$ cat config.mk
export PLATFORM = sky130hd
export DESIGN_NAME = emib_core
export DESIGN_NICKNAME = d
export VERILOG_FILES = /design/src/shared/emib_pkg.sv /design/src/emib_core.sv
export SDC_FILE = /design/constraint.sdc
export NUM_CORES = 1
export LEC_CHECK = 0
export BUFFER_PORTS_ARGS = -buffer_cell sky130_fd_sc_hd__buf_2
export CAP_MARGIN = 20
export CORE_UTILIZATION = 60
export CTS_CLUSTER_DIAMETER = 40
export DETAILED_ROUTE_END_ITERATION = 10
export GPL_TIMING_DRIVEN = 0
export PLACE_DENSITY = 0.84
export RECOVER_POWER = 100
export SYNTH_ARGS = -nofsm -noshare
export SYNTH_HDL_FRONTEND = slang
export SYNTH_SLANG_ARGS = --single-unit
export TNS_END_PERCENT = 1
$ cat constraint.sdc
create_clock -name clk_sys -period 6.29 [get_ports clk_sys]
set_input_delay 0.3145 -clock clk_sys [delete_from_list [all_inputs] [get_ports clk_sys]]
set_output_delay 0.3145 -clock clk_sys [all_outputs]
set_load 0.02 [all_outputs]
$ cat src/shared/emib_pkg.sv
package emib_pkg;
    // register bases, each with clear/set/invert aliases above it
    localparam logic [7:0] OFS_IRQ_FLAGS = 8'h00;
    localparam logic [7:0] OFS_GAP_CFG = 8'h10;
    localparam logic [7:0] OFS_COLL_CFG = 8'h20;
    localparam logic [7:0] OFS_WMARK_CFG = 8'h30;
    localparam logic [7:0] OFS_CTRL = 8'h40;
    localparam logic [7:0] OFS_STATUS = 8'h50;
    localparam logic [7:0] OFS_IRQ_MASK = 8'h60;
    localparam logic [1:0] ALIAS_WRITE = 2'h0;
    localparam logic [1:0] ALIAS_CLEAR = 2'h1;
    localparam logic [1:0] ALIAS_SET = 2'h2;
    localparam logic [1:0] ALIAS_INVERT = 2'h3;
    // flag bit positions
    localparam int BIT_TX_BUS_ERR = 14;
    localparam int BIT_RX_BUS_ERR = 13;
    localparam int BIT_EMPTY_WM = 9;
    localparam int BIT_FULL_WM = 8;
    localparam int BIT_RX_DONE = 7;
    // writable flag bits through aliases (watermark flags excluded)
    localparam logic [31:0] IRQ_SW_MASK = 32'h0000_6080;
    localparam logic [31:0] IRQ_IMPL_MASK = 32'h0000_6380;
    // gap field
    localparam int GAP_LSB = 0;
    localparam int GAP_W = 7;
    localparam logic [6:0] GAP_RESET = 7'h12;
    // collision window and retry fields
    localparam int CWIN_LSB = 8;
    localparam int CWIN_W = 6;
    localparam logic [5:0] CWIN_RESET = 6'h37;
    localparam int RETRY_LSB = 0;
    localparam int RETRY_W = 4;
    localparam logic [3:0] RETRY_RESET = 4'hF;
    localparam logic [31:0] COLL_MASK = 32'h0000_3F0F;
    // watermark config: empty threshold 7:0, full threshold 23:16
    localparam int EWM_LSB = 0;
    localparam int FWM_LSB = 16;
    localparam logic [31:0] WMARK_MASK = 32'h00FF_00FF;
    // control: count decrement strobe bit 0
    localparam int BIT_CNT_DEC = 0;
    // status: descriptor buffer count 23:16
    localparam int CNT_LSB = 16;
endpackage

$ cat src/emib_core.sv
// Notes on behaviour
// RL1: transmit DMA bus error sets flag bit 14; clear only by reset or clear alias (code also clears it by direct write or invert alias).
// RL2: receive DMA bus error sets flag bit 13; clear only by reset or clear alias (code also clears it by direct write or invert alias).
// RL3: empty watermark flag bit 9 sets while count at or below threshold.
// RL4: empty watermark flag clears on hardware count increment; software writes ignored.
// RL5: full watermark flag bit 8 sets while count at or above threshold.
// RL6: full watermark flag clears on decrement strobe write; direct writes ignored.
// RL7: receive complete flag bit 7 sets per good packet; cleared by clear alias.
// RL8: gap field bits 6:0 sets minimum nibble gap between transmitted packets.
// RL9: full duplex software programs desired gap minus three.
// RL10: half duplex software programs desired gap minus six.
// RL11: recommended gap values are 0x15 full duplex, 0x12 half duplex.
// RL12: collision window bits 13:8 counted from transmission start, preamble included.
// RL13: collision window field resets to 0x37.
// RL14: retry field bits 3:0 limits retransmissions, then abort; resets to 0xF.
// RL15: 16 and 32 bit accesses accepted; 8 bit accesses ignored (code checks the size of writes only; reads return data for any byte enables).
// RL16: software should change flags through aliases except for debug.
// RL17: unimplemented bits read zero and ignore writes.
// RL18: clear, set, invert aliases at +0x4, +0x8, +0xC of each base.
// RL19: one interrupt output high while any unmasked flag is set.
//
// Added by the designer: the Avalon-MM slave port and the placing of the registers.
`timescale 1ns/100ps
`default_nettype none
module emib_core
    import emib_pkg::*;
#(
    parameter int CNT_W = 8
) (
    input wire logic clk_sys,
    input wire logic sys_rst,
    input wire logic [7:0] avs_address,
    input wire logic avs_read,
    input wire logic avs_write,
    input wire logic [31:0] avs_writedata,
    input wire logic [3:0] avs_byteenable,
    output logic [31:0] avs_readdata,
    output logic avs_waitrequest,
    input wire logic tx_dma_bus_err,
    input wire logic rx_dma_bus_err,
    input wire logic rx_packet_ok,
    input wire logic desc_count_inc,
    input wire logic tx_start,
    input wire logic tx_collision,
    output logic [GAP_W-1:0] back_to_back_gap_field,
    output logic [CWIN_W-1:0] collision_slot_length,
    output logic [RETRY_W-1:0] retry_limit,
    output logic [CNT_W-1:0] descriptor_buffer_count,
    output logic in_collision_window,
    output logic retry_abort,
    output logic irq
);

    logic tx_err_r;
    logic rx_err_r;
    logic rx_done_r;
    logic empty_wm_r;
    logic full_wm_r;
    logic [31:0] ethernet_interrupt_flags;
    logic flags_wr;
    logic [31:0] irq_mask_r;
    logic [GAP_W-1:0] gap_r;
    logic [CWIN_W-1:0] cwin_r;
    logic [RETRY_W-1:0] retry_r;
    logic [7:0] ewm_r;
    logic [7:0] fwm_r;
    logic [CNT_W-1:0] count_r;
    logic ack_r;
    logic [7:0] win_cnt_r;
    logic [4:0] attempt_r;
    logic in_win_r;
    logic abort_r;
    logic [31:0] rdata_r;

    // apply an aliased write to a register image
    function automatic logic [31:0] alias_apply(input logic [31:0] cur,
                                                input logic [31:0] wd,
                                                input logic [1:0] kind);
        logic [31:0] res;
        res = cur;
        unique case (kind)
            ALIAS_WRITE: res = wd;
            ALIAS_CLEAR: res = cur & ~wd;
            ALIAS_SET: res = cur | wd;
            ALIAS_INVERT: res = cur ^ wd;
        endcase
        return res;
    endfunction

    // access size legal: only 16-bit halves or full word
    function automatic logic size_ok(input logic [3:0] be);
        return (be == 4'hF) || (be == 4'h3) || (be == 4'hC);
    endfunction

    // widen write data to byte enables for half-word accesses
    function automatic logic [31:0] be_mask(input logic [3:0] be);
        return {{8{be[3]}}, {8{be[2]}}, {8{be[1]}}, {8{be[0]}}};
    endfunction

    logic [7:0] base;
    logic [1:0] kind;
    logic wr_go;
    logic [31:0] wmask;
    logic [31:0] wd;

    // one wait state per access, answer on the second cycle
    assign avs_waitrequest = (avs_read | avs_write) & ~ack_r;
    assign base = {avs_address[7:4], 4'h0};
    assign kind = avs_address[3:2];
    assign wr_go = avs_write & ack_r & size_ok(avs_byteenable); // RL15
    assign wmask = be_mask(avs_byteenable);
    assign wd = avs_writedata & wmask;

    // access handshake
    always_ff @(posedge clk_sys) begin
        if (sys_rst) begin
            ack_r <= 1'b0;
        end else begin
            ack_r <= (avs_read | avs_write) & ~ack_r;
        end
    end

    // merge alias result with current value under byte enables
    function automatic logic [31:0] merged(input logic [31:0] cur,
                                           input logic [31:0] wdat,
                                           input logic [1:0] k,
                                           input logic [31:0] m);
        logic [31:0] n;
        n = alias_apply(cur, wdat, k);
        return (n & m) | (cur & ~m);
    endfunction

    logic [31:0] flags_sw;
    logic dec_go;

    // software view of the flags and the decrement strobe
    assign flags_sw = merged(ethernet_interrupt_flags, wd, kind, wmask);
    assign dec_go = wr_go && base == OFS_CTRL && kind != ALIAS_CLEAR
                    && wd[BIT_CNT_DEC] && count_r != '0;
    assign flags_wr = wr_go && base == OFS_IRQ_FLAGS; // RL18 RL16

    // transmit bus error flag: hardware set beats software clear
    always_ff @(posedge clk_sys) begin
        if (sys_rst) begin
            tx_err_r <= 1'b0;
        end else if (tx_dma_bus_err) begin
            tx_err_r <= 1'b1; // RL1
        end else if (flags_wr) begin
            tx_err_r <= flags_sw[BIT_TX_BUS_ERR];
        end
    end

    // receive bus error flag: hardware set beats software clear
    always_ff @(posedge clk_sys) begin
        if (sys_rst) begin
            rx_err_r <= 1'b0;
        end else if (rx_dma_bus_err) begin
            rx_err_r <= 1'b1; // RL2
        end else if (flags_wr) begin
            rx_err_r <= flags_sw[BIT_RX_BUS_ERR];
        end
    end

    // receive complete flag: hardware set beats software clear
    always_ff @(posedge clk_sys) begin
        if (sys_rst) begin
            rx_done_r <= 1'b0;
        end else if (rx_packet_ok) begin
            rx_done_r <= 1'b1; // RL7
        end else if (flags_wr) begin
            rx_done_r <= flags_sw[BIT_RX_DONE];
        end
    end

    // flag image: unimplemented positions stay zero
    always_comb begin
        ethernet_interrupt_flags = '0; // RL17
        ethernet_interrupt_flags[BIT_TX_BUS_ERR] = tx_err_r;
        ethernet_interrupt_flags[BIT_RX_BUS_ERR] = rx_err_r;
        ethernet_interrupt_flags[BIT_EMPTY_WM] = empty_wm_r;
        ethernet_interrupt_flags[BIT_FULL_WM] = full_wm_r;
        ethernet_interrupt_flags[BIT_RX_DONE] = rx_done_r;
    end

    // empty watermark flag follows the count; software writes have no effect
    always_ff @(posedge clk_sys) begin
        if (sys_rst) begin
            empty_wm_r <= 1'b0;
        end else if (desc_count_inc) begin
            empty_wm_r <= 1'b0; // RL4
        end else if (8'(count_r) <= ewm_r) begin
            empty_wm_r <= 1'b1; // RL3
        end
    end

    // full watermark flag follows the count; cleared only by the decrement strobe
    always_ff @(posedge clk_sys) begin
        if (sys_rst) begin
            full_wm_r <= 1'b0;
        end else if (dec_go) begin
            full_wm_r <= 1'b0; // RL6
        end else if (8'(count_r) >= fwm_r) begin
            full_wm_r <= 1'b1; // RL5
        end
    end

    // descriptor buffer count: hardware up, software strobe down
    always_ff @(posedge clk_sys) begin
        if (sys_rst) begin
            count_r <= '0;
        end else if (desc_count_inc && !dec_go) begin
            count_r <= count_r + 1'b1;
        end else if (dec_go && !desc_count_inc) begin
            count_r <= count_r - 1'b1;
        end
    end

    logic [31:0] gap_img;
    logic [31:0] coll_img;
    logic [31:0] wm_img;
    logic [31:0] gap_new;
    logic [31:0] coll_new;
    logic [31:0] wm_new;
    logic [31:0] mask_new;

    assign gap_img = {25'h0, gap_r};
    assign coll_img = {18'h0, cwin_r, 4'h0, retry_r};
    assign wm_img = {8'h00, fwm_r, 8'h00, ewm_r};
    assign gap_new = merged(gap_img, wd, kind, wmask);
    assign coll_new = merged(coll_img, wd, kind, wmask) & COLL_MASK; // RL17
    assign wm_new = merged(wm_img, wd, kind, wmask) & WMARK_MASK;
    assign mask_new = merged(irq_mask_r, wd, kind, wmask) & IRQ_IMPL_MASK;

    logic sel_gap;
    logic sel_coll;
    logic sel_wmark;
    logic sel_mask;

    // write strobes per register base, through any alias
    assign sel_gap = wr_go && base == OFS_GAP_CFG;
    assign sel_coll = wr_go && base == OFS_COLL_CFG;
    assign sel_wmark = wr_go && base == OFS_WMARK_CFG;
    assign sel_mask = wr_go && base == OFS_IRQ_MASK;

    // back-to-back gap register
    always_ff @(posedge clk_sys) begin
        if (sys_rst) begin
            gap_r <= GAP_RESET;
        end else if (sel_gap) begin
            gap_r <= gap_new[GAP_LSB +: GAP_W]; // RL8
        end
    end

    // collision window and retry limit register
    always_ff @(posedge clk_sys) begin
        if (sys_rst) begin
            cwin_r <= CWIN_RESET; // RL13
            retry_r <= RETRY_RESET; // RL14
        end else if (sel_coll) begin
            cwin_r <= coll_new[CWIN_LSB +: CWIN_W];
            retry_r <= coll_new[RETRY_LSB +: RETRY_W];
        end
    end

    // watermark thresholds
    always_ff @(posedge clk_sys) begin
        if (sys_rst) begin
            ewm_r <= '0;
            fwm_r <= 8'hFF;
        end else if (sel_wmark) begin
            ewm_r <= wm_new[EWM_LSB +: 8];
            fwm_r <= wm_new[FWM_LSB +: 8];
        end
    end

    // interrupt mask, all implemented flags enabled after reset
    always_ff @(posedge clk_sys) begin
        if (sys_rst) begin
            irq_mask_r <= IRQ_IMPL_MASK;
        end else if (sel_mask) begin
            irq_mask_r <= mask_new;
        end
    end

    // collision window timer from transmission start, one count per clock cycle
    always_ff @(posedge clk_sys) begin
        if (sys_rst) begin
            win_cnt_r <= '0;
            in_win_r <= 1'b0;
        end else if (tx_start) begin
            win_cnt_r <= '0; // RL12
            in_win_r <= 1'b1;
        end else if (in_win_r) begin
            win_cnt_r <= win_cnt_r + 1'b1;
            if (win_cnt_r + 1'b1 >= {2'b00, cwin_r}) begin
                in_win_r <= 1'b0;
            end
        end
    end

    // retry counter: abort after limit of retransmissions
    always_ff @(posedge clk_sys) begin
        if (sys_rst) begin
            attempt_r <= '0;
            abort_r <= 1'b0;
        end else begin
            abort_r <= 1'b0;
            if (tx_collision && in_win_r) begin
                if (attempt_r >= {1'b0, retry_r}) begin
                    abort_r <= 1'b1; // RL14
                    attempt_r <= '0;
                end else begin
                    attempt_r <= attempt_r + 1'b1;
                end
            end else if (tx_start && !in_win_r && win_cnt_r >= {2'b00, cwin_r}) begin
                attempt_r <= '0;
            end
        end
    end

    // read data register
    always_ff @(posedge clk_sys) begin
        if (sys_rst) begin
            rdata_r <= '0;
        end else if (avs_read && !ack_r) begin
            unique case (base)
                OFS_IRQ_FLAGS: rdata_r <= ethernet_interrupt_flags;
                OFS_GAP_CFG: rdata_r <= gap_img;
                OFS_COLL_CFG: rdata_r <= coll_img;
                OFS_WMARK_CFG: rdata_r <= wm_img;
                OFS_STATUS: rdata_r <= 32'(count_r) << CNT_LSB;
                OFS_IRQ_MASK: rdata_r <= irq_mask_r;
                default: rdata_r <= '0;
            endcase
        end
    end

    // outputs
    assign avs_readdata = rdata_r;
    assign back_to_back_gap_field = gap_r;
    assign collision_slot_length = cwin_r;
    assign retry_limit = retry_r;
    assign descriptor_buffer_count = count_r;
    assign in_collision_window = in_win_r;
    assign retry_abort = abort_r;
    assign irq = |(ethernet_interrupt_flags & irq_mask_r); // RL19

endmodule
`default_nettype wire

== Yosys cells after proc, flatten, opt, wreduce, memory -nomap -nowiden ==
Index checks and enable logic that the tools add are counted.
Operators by class
  $add $sub $neg: 4
  $lt $le $gt $ge: 5
  eq/ne operators: 13
  multiplexer cells: 21
  bitwise gates (word level): 40
  reduce and logical (&&, ||, !) cells: 34
Operators with widths (count)
  24-bit case mux with 6 select lines: 1
  15-bit case mux with 4 select lines: 2
  15-bit AND: 7
  24-bit AND: 4
  24-bit case mux with 4 select lines: 1
  15-bit OR: 4
  14-bit case mux with 4 select lines: 1
  24-bit NOT: 2
  24-bit OR: 2
  14-bit AND: 3
  32-bit OR reduction: 1
  15-bit bitwise XOR: 2
  14-bit OR: 2
  7-bit case mux with 4 select lines: 1
  24-bit bitwise XOR: 1
  7-bit AND: 3
  8-bit by 1-bit adder with 8-bit output (second input constant): 2
  8-bit by 6-bit greater-or-equal comparator with 1-bit output: 2
  8-bit 2-to-1 mux: 2
  1-bit logical AND: 15
  5-bit 2-to-1 mux: 3
  7-bit OR: 2
  14-bit bitwise XOR: 1
  4-bit by 2-bit == test with 1-bit output (second input constant): 3
  23 further kinds: 50
Word-level totals
  flip-flop bits (word level): 99
  output and inout port bits: 61

== Longest topological paths before layout ==
Gate-level depths: netlist (run 1).
  word-level depth: 11
  gate-level depth with buffers: 12
  depth with buffers taken out: 11

== Worst setup path after synthesis (run 1) ==
OpenSTA, ideal clock, no wires.
  path type: input to register
  start point: input avs_address[7]
  end point: register count_r[7] (netlist: descriptor_buffer_count[7])
  library setup time: 0.121 ns
  arrival: 2.705 ns
  data required time: 6.169 ns
  slack: 3.464 ns
  stages: 12
  path buffers: 1
  cells stage by stage: buf_2 -> nand2b_1 -> nor3_1 -> o2111ai_1 -> ha_1 -> inv_1 -> ha_1 -> a21o_1 -> a31o_2 -> o21a_1 -> o21bai_1 -> mux2_2
Between the ends
  word-level cells in the longest chain between the ends: 8
RTL lines
  start: declaration: line emib_core.sv:32  | input wire logic [7:0] avs_address,
  4-bit by 3-bit == test with 1-bit output *: line emib_core.sv:138  | assign dec_go = wr_go && base == OFS_CTRL && kind != ALIAS_CLEAR
  1-bit logical AND * (2 in series): line emib_core.sv:138
  1-bit logical AND * (2 in series): line emib_core.sv:139  | && wd[BIT_CNT_DEC] && count_r != '0;
  1-bit logical NOT: line emib_core.sv:211  | end else if (desc_count_inc && !dec_go) begin
  1-bit logical AND: line emib_core.sv:211
  8-bit 2-to-1 mux / 2-bit nonzero test (equally long branches)
  end signal: assignment: line emib_core.sv:212  | count_r <= count_r + 1'b1;
  end signal: assignment: line emib_core.sv:214  | count_r <= count_r - 1'b1;
  end: declaration: line emib_core.sv:67  | logic [CNT_W-1:0] count_r;
Every way passes the cells marked *; elsewhere a longest branch is shown, timed or not.
A chain may end at the register's enable or synchronous reset.

== Final worst setup path (run 1) ==
  start point: register count_r[0] (netlist: descriptor_buffer_count[0])
  end point: register count_r[7] (netlist: descriptor_buffer_count[7])
Between the ends
  word-level cells in the longest chain between the ends: 5
RTL lines
  branches (longest 5 deep; another with 8-bit by 1-bit subtractor with 8-bit output)
Several ways; the timed one is not identified. The select of a mux whose other input is x is not followed.

==> key figures, run 1 <==
Layout
  • Commonest non-fill, non-tap cell in the layout: ha_1
  • Filler cell count: 962
  • Layout cells sized above 1: 12.9%
  • Antenna diodes: 0
  • Commonest cells after routing, fill and taps aside: ha_1, dfxtp_1, nand2_1
  • Final Util: 69.8%
  • Post-route cell area: 8110 um2
  • Nets: 1,133
  • Layout area overhead: 11.8%

Drt
  • DRT Pass-1 Iters: 8
  • Vias per inst: 6.23
  • Routed len/inst: 18.7 um
  • # DRC: 10
  • Antenna viol nets, final: 0
  • Final WL: 20,600 um
  • Via Count: 6,877
  • DR iter-0 viols: 760

Global route
  • Global Route Usage Sum: 33.6%
  • First-pass GRT wire length: 32,900 um
  • GRT overflow: 0
  • Number of antenna violations at the first check in global routing: 0
  • Vias in the first global route: 6,411
  • Pin count of the biggest net entering global routing: 16

Setup path
  • CP Data Arrival Time: 3.39 ns
  • Crit Path Category: reg2reg
  • Setup crit end kind: register
  • Crit start category: register
  • Crit Path Max Fanout: 7
  • WP data required: 6.54 ns

Placement
  • Final HPWL DP: 15,200 um
  • Area after DPL: 7890 um2
  • Port buffer count: 87
  • Pre-CTS WS: 2.99 ns
  • RePlAce Congestion: 0.951

Clock tree
  • Clock Latency Late Sink: 0.35 ns
  • Clock Sinks: 90
  • CTS tree: built
  • Post-CTS Resized: 0
  • H-tree depth: 3
  • Total CTS buffers: 9
  • Cts hold-fix bufs: 0
  • Root buf cell: clkbuf_16
  • Post-CTS Setup Bufs: 0
  • Clock Tree Buf Depth: 2
  • Clock slew at the register clock pins of the worst setup and hold paths: 0.07 ns

Power and ir drop
  • Pleak: 3.84 nW
  • Maximum vdd drop: 122 uV
  • Power per cell area: 190 nW/um2

STA
  • RSZ-0062 raised after global routing: false
  • Hold Fails Final Rpt: 0
  • Setup TNS: 0 ns
  • Setup Skew: 0.00706 ns
  • Fmax: 318 MHz
  • Max Transition Viols Final: 0
  • Final hold slack: 0.187 ns
  • Slew @ Worst Pin: 0.811 ns
  • Max-slew headroom: 45.4%
  • Setup Viol. Count Final: 0
  • Slack of the critical path: 3.14 ns
  • Tmin final: 3.15 ns
  • Tcrit/Tclk final: 50.1%

Synth
  • Synth warnings: 0
  • Yosys reg bits: 90
  • Area contributors post-synth: dfxtp_1, ha_1, mux2_2
  • Synthesized instance count: 849
  • Avg Inst Size Synth: 8.54 um2
  • Seq/Total Area, Yosys: 24.9%
  • Area leader, netlist: dfxtp_1
  • Synth async-reset ratio: 0%
  • Number of synthesized flops with an enable pin: 0
  • Cell Area, Synth: 7250 um2
  • Top FF cell, synth: dfxtp_1
  • Post-synth top area share: 24.9%
  • Synth unique cells: 60

Floorplanning
  • FP Rows: 39
  • Die Ht: 112 um
  • Die width: 112 um
  • DIE AREA: 12,500 um2
  • Core area: 11,600 um2
  • Starting Density: 62.4%
  • Boundary Pins: 115

Status
  • Failing checks: design-rule violations
  • Status: finished with violations

Worst hold path
  • Path category of the worst min-delay check: in2reg

Flow run
  • Max-cap violations: 0
[power breakdown]
part | leakage (nW) | internal [mW] | total [mW] | switching, mW
logic | 2.95 | 0.129 | 0.328 | 0.199
clock network | 0.160 | 0.348 | 0.594 | 0.246
registers | 0.730 | 0.585 | 0.615 | 0.0302
total | 3.84 | 1.06 | 1.54 | 0.475
[worst max-delay path, cell delays in order (launching register included)]
cell	delay (ns)
dfxtp_1	0.43
nor4_1	0.31
nand2_1	0.13
o2111ai_1	0.23
ha_1	0.28
inv_1	0.15
ha_1	0.38
a21o_1	0.22
a31o_2	0.25
o21a_1	0.17
o21bai_1	0.14
mux2_2	0.34
[worst paths after layout]
path                              startpoint                         end  slack, ns  cells past startpoint
setup / recovery  descriptor_buffer_count[0]  descriptor_buffer_count[7]       3.14                     11
setup reg to reg  descriptor_buffer_count[0]  descriptor_buffer_count[7]       3.14                     11
hold reg to reg                        ack_r                       ack_r       0.47                      1
hold / removal                tx_dma_bus_err                    tx_err_r       0.19                      3
[per-layer routing]
layer / part of all wire (%) / up-vias / GRT usage (%)
li1: - / 3251 / -
met1: 43 / 3177 / 44.7
met2: 43 / 380 / 52.0
met3: 9.5 / 69 / 5.50
met4: 4.2 / 0 / 17.8
met5: 0 / - / 0
[cell families (layout without fill, tap and decap cells)]
family / count (synthesis) / count (layout) / synth area share, %
compound gates: 220 / 220 / 20.8
buf+inv: 114 / 217 / 7.03
flops: 90 / 90 / 24.9
xor+xnor: 19 / 19 / 2.40
fa+ha+maj: 124 / 124 / 21.5
other cells: 1 / 9 / 0.0517
mux: 70 / 70 / 10.3
simple gates: 211 / 211 / 13.1
[final cells by class]
cell class / instances / area [um2] / share of cell area (%)
multi-input combinational: 653 / 4940 / 61.0
tap: 143 / 179 / 2.21
buffer: 61 / 295 / 3.64
clock inverter: 7 / 92.6 / 1.14
timing repair buffer: 87 / 370 / 4.57
clock buffer: 9 / 225 / 2.78
sequential: 90 / 1800 / 22.2
inverter: 53 / 199 / 2.45
[stage by stage]
stage	instances	power, mW
after floorplan	857	0.854
after detailed placement	1087	0.950
final	1103	1.54
after global placement	1087	0.942
after CTS	1103	1.53
after global routing	1103	1.59
[cells in the mapped netlist, drive strengths merged (7+ instances only)]
master / n
clkbuf: 19
nand2b: 7
dfxtp: 90
mux2i: 32
a22o: 8
buf: 42
nand3: 10
o211ai: 24
a21oi: 57
xor2: 14
a22oi: 21
inv: 53
o21ai: 23
ha: 123
mux2: 38
nor2: 64
nor3: 14
a211oi: 52
nand2: 89
No activity file was read; power rests on OpenSTA's default activity.
==> run 2: changes to the inputs <==
ABC_AREA = 1   (was default)
CORE_UTILIZATION = 58   (was 60)
PLACE_DENSITY = 0.82   (was 0.84)
clock period = 3.1 ns   (was 6.29 ns; I/O delays follow)
==> run 2 against run 1 <==
The flow still finishes with violations (design-rule violations). Sequential power increased by 100%. Count of clock-buffer cells in the layout unchanged. Synthesized cell count increased by 11%. Clock skew increased by 0.0010 ns. Wire length decreased by 6.5%. Register-to-register slack got worse by 2.7 ns. Global-route usage decreased by 1.9 points. Critical endpoint unchanged. Highest routed layer unchanged.
==> key figures, run 2 <==
STA
  • Max Transition Viols Final: 0
  • Setup Viol. Count Final: 0
  • Max-slew headroom: 43.8%
  • Slew @ Worst Pin: 0.836 ns
  • RSZ-0062 raised after global routing: false
  • Setup Skew: 0.00808 ns
  • Setup TNS: 0 ns
  • Fmax: 370 MHz
  • Tcrit/Tclk final: 87.2%
  • Hold Fails Final Rpt: 0
  • Tmin final: 2.70 ns

Floorplanning
  • DIE AREA: 12,400 um2
  • Starting Density: 60.1%
  • Die width: 111 um
  • Die Ht: 111 um
  • Boundary Pins: 115
  • FP Rows: 39
  • Core area: 11,600 um2

Placement
  • Port buffer count: 91
  • RePlAce Congestion: 0.926
  • Final HPWL DP: 14,500 um

Global route
  • Vias in the first global route: 6,144
  • Global route hottest layer: met2
  • Number of antenna violations at the first check in global routing: 0
  • GRT overflow: 0
  • Met2 Usage GRT: 49.4%
  • First-pass GRT wire length: 31,000 um
  • Global Route Usage Sum: 31.7%
  • Pin count of the biggest net entering global routing: 19
  • M1 GR Usage: 42.2%
  • Met3 usage: 7.46%

Power and ir drop
  • Pleak: 3.69 nW
  • Power per cell area: 377 nW/um2
  • Maximum vdd drop: 399 uV

Setup path
  • Slowest stage delay, CP: 0.40 ns
  • Crit Path Max Fanout: 9
  • CP Data Arrival Time: 2.93 ns
  • Crit start category: input port
  • CP top delay family: simple AND/OR/NAND/NOR gates
  • Crit path top cell by count: nand2_1
  • R2R depth: 13
  • WP data required: 3.33 ns
  • Slowest CP cell: clkbuf_1
  • Buffers plus inverters on the worst setup path: 2
  • Reg-to-Reg End: descriptor_buffer_count[7]
  • R2R Path Start: ack_r
  • Crit Path Category: in2reg
  • R2r setup slk: 0.43 ns
  • Setup crit end kind: register
  • Worst-path cell chain: clkbuf_1, nand2_1, nor3_1, nand4_1, ha_1, inv_1, ha_1, a21o_1, a21boi_0, nand2_1, nand2_1, nand2_1, nand2_1, a21oi_1

Drt
  • Antenna viol nets, final: 0
  • Final WL: 19,300 um
  • DR iter-0 viols: 604
  • Routed len/inst: 16.0 um
  • # DRC: 8
  • DRT Pass-1 Iters: 9
  • Via Count: 6,953
  • Vias per inst: 5.78

Layout
  • Nets: 1,232
  • Final Util: 67.0%
  • Layout cells sized above 1: 7.93%
  • Commonest cells after routing, fill and taps aside: nand2_1, ha_1, inv_1
  • Layout area overhead: 11.5%
  • Antenna diodes: 0
  • Commonest non-fill, non-tap cell in the layout: nand2_1

Synth
  • Synth unique cells: 47
  • Avg Inst Size Synth: 7.37 um2
  • Yosys reg bits: 90
  • Number of synthesized flops with an enable pin: 0
  • Post-synth top area share: 25.9%
  • Area contributors post-synth: dfxtp_1, ha_1, nand2_1
  • Top post-synthesis cells by count: nand2_1, ha_1, inv_1
  • Cell Area, Synth: 6950 um2
  • Seq/Total Area, Yosys: 25.9%
  • Synthesized instance count: 944
  • Area leader, netlist: dfxtp_1
  • Top FF cell, synth: dfxtp_1
  • Synth warnings: 0
  • Synth async-reset ratio: 0%
  • Most common cell in the netlist: nand2_1

Clock tree
  • Post-CTS Resized: 0
  • CTS tree: built
  • Clock Latency Late Sink: 0.36 ns
  • Post-CTS Setup Bufs: 0
  • Clock Sinks: 90
  • Cts hold-fix bufs: 0
  • Clock Tree Buf Depth: 2
  • Clock slew at the register clock pins of the worst setup and hold paths: 0.08 ns
  • Total CTS buffers: 9
  • Root buf cell: clkbuf_16
  • H-tree depth: 3

Worst hold path
  • Worst Hold Launch: desc_count_inc
  • Worst Hold Depth: 3
  • Path category of the worst min-delay check: in2reg
  • Hold EP: empty_wm_r

Status
  • Failing checks: design-rule violations
  • Status: finished with violations

Flow run
  • Max-cap violations: 0
-- run 2: area by class of cell --
type                    instances  area (um2)
well taps                     143         179
flip-flops and latches         90        1800
clock inverters                 7        68.8
plain buffers                  45         218
fillers                      1079        3810
inverters                     109         414
clock buffers                   9         225
repair buffers                 91         389
multi-input cells             708        4460
-- run 2: cells by family after synthesis --
family / Yosys count / share of synthesized area, %
AO/OA/AOI/OAI: 236 / 20.5
XOR/XNOR: 12 / 1.51
adder cells (fa/ha/maj): 124 / 22.4
buffers and inverters: 154 / 9.47
flip-flops: 90 / 25.9
other: 1 / 0.0539
AND/OR/NAND/NOR: 327 / 20.2
-- run 2: worst max-delay path by stage --
stage,depth (start not counted),start,slack (ns),end
CTS,13,ack_r,0.55,descriptor_buffer_count[7]
global route,13,ack_r,0.18,descriptor_buffer_count[7]
floorplan,13,descriptor_buffer_count[3],0.85,descriptor_buffer_count[7]
global placement,16,avs_address[2],0.27,descriptor_buffer_count[7]
detailed placement,16,avs_address[2],0.22,descriptor_buffer_count[7]
finish,14,avs_byteenable[0],0.40,descriptor_buffer_count[7]
-- run 2: worst min-delay path, cell delays in order --
cell and delay, ns:
buf_2 0.10, or2_2 0.10, a21oi_1 0.03
-- run 2: report_power, final --
| part | switching, mW | total (mW) | internal, mW |
|---|---|---|---|
| registers | 0.0446 | 1.23 | 1.19 |
| clock network | 0.548 | 1.12 | 0.568 |
| logic | 0.373 | 0.573 | 0.200 |
| total | 0.966 | 2.92 | 1.95 |
-- run 2: stage by stage --
stage,setup slack (ns),hold slack [ns],area [um2],std cells,total power [mW]
3_3_place_gp,0.272,0.435,7620,1186,1.81
4_1_cts,0.554,0.0676,7910,1202,2.92
2_1_floorplan,0.848,0.289,6980,952,1.65
5_1_grt,0.181,0.0706,7750,1202,3.05
6_report,0.397,0.0673,7750,1202,2.92
3_5_place_dp,0.219,0.441,7620,1186,1.83
-- run 2: per-layer routing --
layer,up-vias,routed length [um]
met5,-,0
met3,48,1820
met4,0,546
li1,3420,-
met1,3164,8430
met2,321,8480
==> run 3: changes to the inputs <==
--- a/config.mk
+++ b/config.mk
@@ -9,4 +9,5 @@
 export BUFFER_PORTS_ARGS = -buffer_cell sky130_fd_sc_hd__buf_2
 export CAP_MARGIN = 20
+export CORE_MARGIN = 3
 export CORE_UTILIZATION = 58
 export CTS_CLUSTER_DIAMETER = 40
==> constraint.sdc (replaced) <==
create_clock -name clk_sys -period 3.1 [get_ports clk_sys]
set_input_delay 0.155 -clock clk_sys [delete_from_list [all_inputs] [get_ports clk_sys]]
set_output_delay 0.155 -clock clk_sys [all_outputs]
set_load 0.05 [all_outputs]
==> run 3 against run 2 <==
The run now ends clean. First-iteration DRC count shrank 12%. Critical path depth is the same. Critical path type unchanged. Fmax shrank 0.59%.
==> key figures, run 3 (synthesis results as in run 2) <==
Power and ir drop
  • Clk pwr share: 39.7%
  • Pleak: 3.70 nW
  • Combinational share of power: 20.7%
  • Power per cell area: 399 nW/um2
  • Power Total: 3.11 mW
  • Maximum vdd drop: 351 uV
  • Seq pwr share: 39.6%
  • Sw Pwr: 1.00 mW
  • Switch share: 32.3%
  • Internal power: 2.10 mW

Clock tree
  • Clock slew at the register clock pins of the worst setup and hold paths: 0.07 ns
  • Root buf cell: clkbuf_16
  • Post-CTS Setup Bufs: 0
  • Clock Tree Buf Depth: 2
  • Clock Latency Late Sink: 0.36 ns
  • Post-CTS Resized: 0
  • CTS tree: built
  • Clock Sinks: 90
  • Total CTS buffers: 9
  • H-tree depth: 3
  • Cts hold-fix bufs: 0

Drt
  • DR iter-0 viols: 534
  • Via Count: 6,948
  • Max Used Layer: met4
  • Final WL: 19,600 um
  • Routed len/inst: 16.3 um
  • # DRC: 0
  • M1 wire length: 8510 um
  • Vias per inst: 5.78
  • DRT Pass-1 Iters: 5
  • Met3 Wirelength: 1810 um
  • Antenna viol nets, final: 0
  • Wire length on met2: 8660 um

STA
  • Slack of the critical path: 0.381 ns
  • Final hold slack: 0.0611 ns
  • Tcrit/Tclk final: 87.7%
  • Tmin final: 2.72 ns
  • RSZ-0062 raised after global routing: false
  • Setup Viol. Count Final: 0
  • Slew @ Worst Pin: 0.775 ns
  • Fmax: 368 MHz
  • Setup TNS: 0 ns
  • Max Transition Viols Final: 0
  • Hold Fails Final Rpt: 0
  • Setup Skew: 0.00594 ns
  • Max-slew headroom: 47.9%

Placement
  • Final HPWL DP: 14,800 um
  • Pre-CTS WS: 0.216 ns
  • Port buffer count: 91
  • RePlAce Congestion: 0.951
  • Placed Cells: 1,186

Setup path
  • Crit Path Category: in2reg
  • Crit start category: input port
  • Setup crit end kind: register
  • CP Data Arrival Time: 2.94 ns
  • Crit Path Max Fanout: 9
  • WP data required: 3.32 ns

Global route
  • GRT overflow: 0
  • Vias in the first global route: 6,351
  • Global Route Usage Sum: 29.9%
  • First-pass GRT wire length: 31,400 um
  • Number of antenna violations at the first check in global routing: 0
  • Pin count of the biggest net entering global routing: 17

Flow run
  • Max-cap violations: 0

Layout
  • Antenna diodes: 0
  • Filler cell count: 1,038
  • Layout area overhead: 11.9%
  • Commonest cells after routing, fill and taps aside: nand2_1, ha_1, inv_1
  • Commonest non-fill, non-tap cell in the layout: nand2_1
  • Post-route insts no fill: 1,202
  • Nets: 1,232
  • Layout cells sized above 1: 7.84%

Floorplanning
  • Starting Density: 60.1%
  • FP Rows: 39
  • DIE AREA: 13,300 um2
  • Boundary Pins: 115
  • Core area: 11,600 um2
  • Die Ht: 115 um
  • Die width: 115 um

Worst hold path
  • Path category of the worst min-delay check: in2reg

Status
  • Status: finished, final reports clean
==> run 3: worst max-delay path: stages <==
cell and delay, ns:
clkbuf_1 0.38, nand2_1 0.38, nor3_1 0.29, nand4_1 0.19
ha_1 0.26, inv_1 0.21, ha_1 0.33, a21o_1 0.21
a21boi_0 0.22, nand2_1 0.08, nand2_1 0.07, nand2_1 0.05
nand2_1 0.05, a21oi_1 0.05
==> run 3: area by class of cell <==
| type | count | area, um2 | share of cell area [%] |
|---|---|---|---|
| repair buffers | 91 | 389 | 5.00 |
| well taps | 143 | 179 | 2.30 |
| plain buffers | 45 | 214 | 2.75 |
| inverters | 109 | 414 | 5.32 |
| multi-input cells | 708 | 4460 | 57.3 |
| flip-flops and latches | 90 | 1800 | 23.2 |
| clock buffers | 9 | 225 | 2.89 |
| clock inverters | 7 | 100 | 1.29 |
==> run 3: metrics by stage <==
step                instance area [um2]  utilization, %
floorplan                          6980               -
global placement                   7620            65.9
detailed placement                 7620            65.9
CTS                                7940            68.7
global route                       7780            67.3
finish                             7780            67.3
==> run 3: power by group through the flow <==
stage,clock (mW),sequential [mW],combinational [mW]
after floorplan,0,1.31,0.404
after global placement,0,1.26,0.626
after detailed placement,0,1.26,0.639
after CTS,1.24,1.23,0.645
after global routing,1.28,1.23,0.717
final,1.23,1.23,0.642
==> run 3: path summary, 6_finish.rpt <==
| path | start | end | slack, ns | cells past startpoint |
|---|---|---|---|---|
| max | avs_byteenable[0] | descriptor_buffer_count[7] | 0.38 | 14 |
| min | tx_start | in_collision_window | 0.06 | 3 |
| max reg2reg | descriptor_buffer_count[3] | descriptor_buffer_count[7] | 0.50 | 13 |
| min reg2reg | avs_readdata[19] | avs_readdata[19] | 0.46 | 2 |
==> run 3: metal layers <==
layer  vias up  global-route usage [%]
met1      3144                    41.2
met5         -                       0
met3        56                    5.74
li1       3414                       -
met2       334                    46.1
met4         0                    11.9
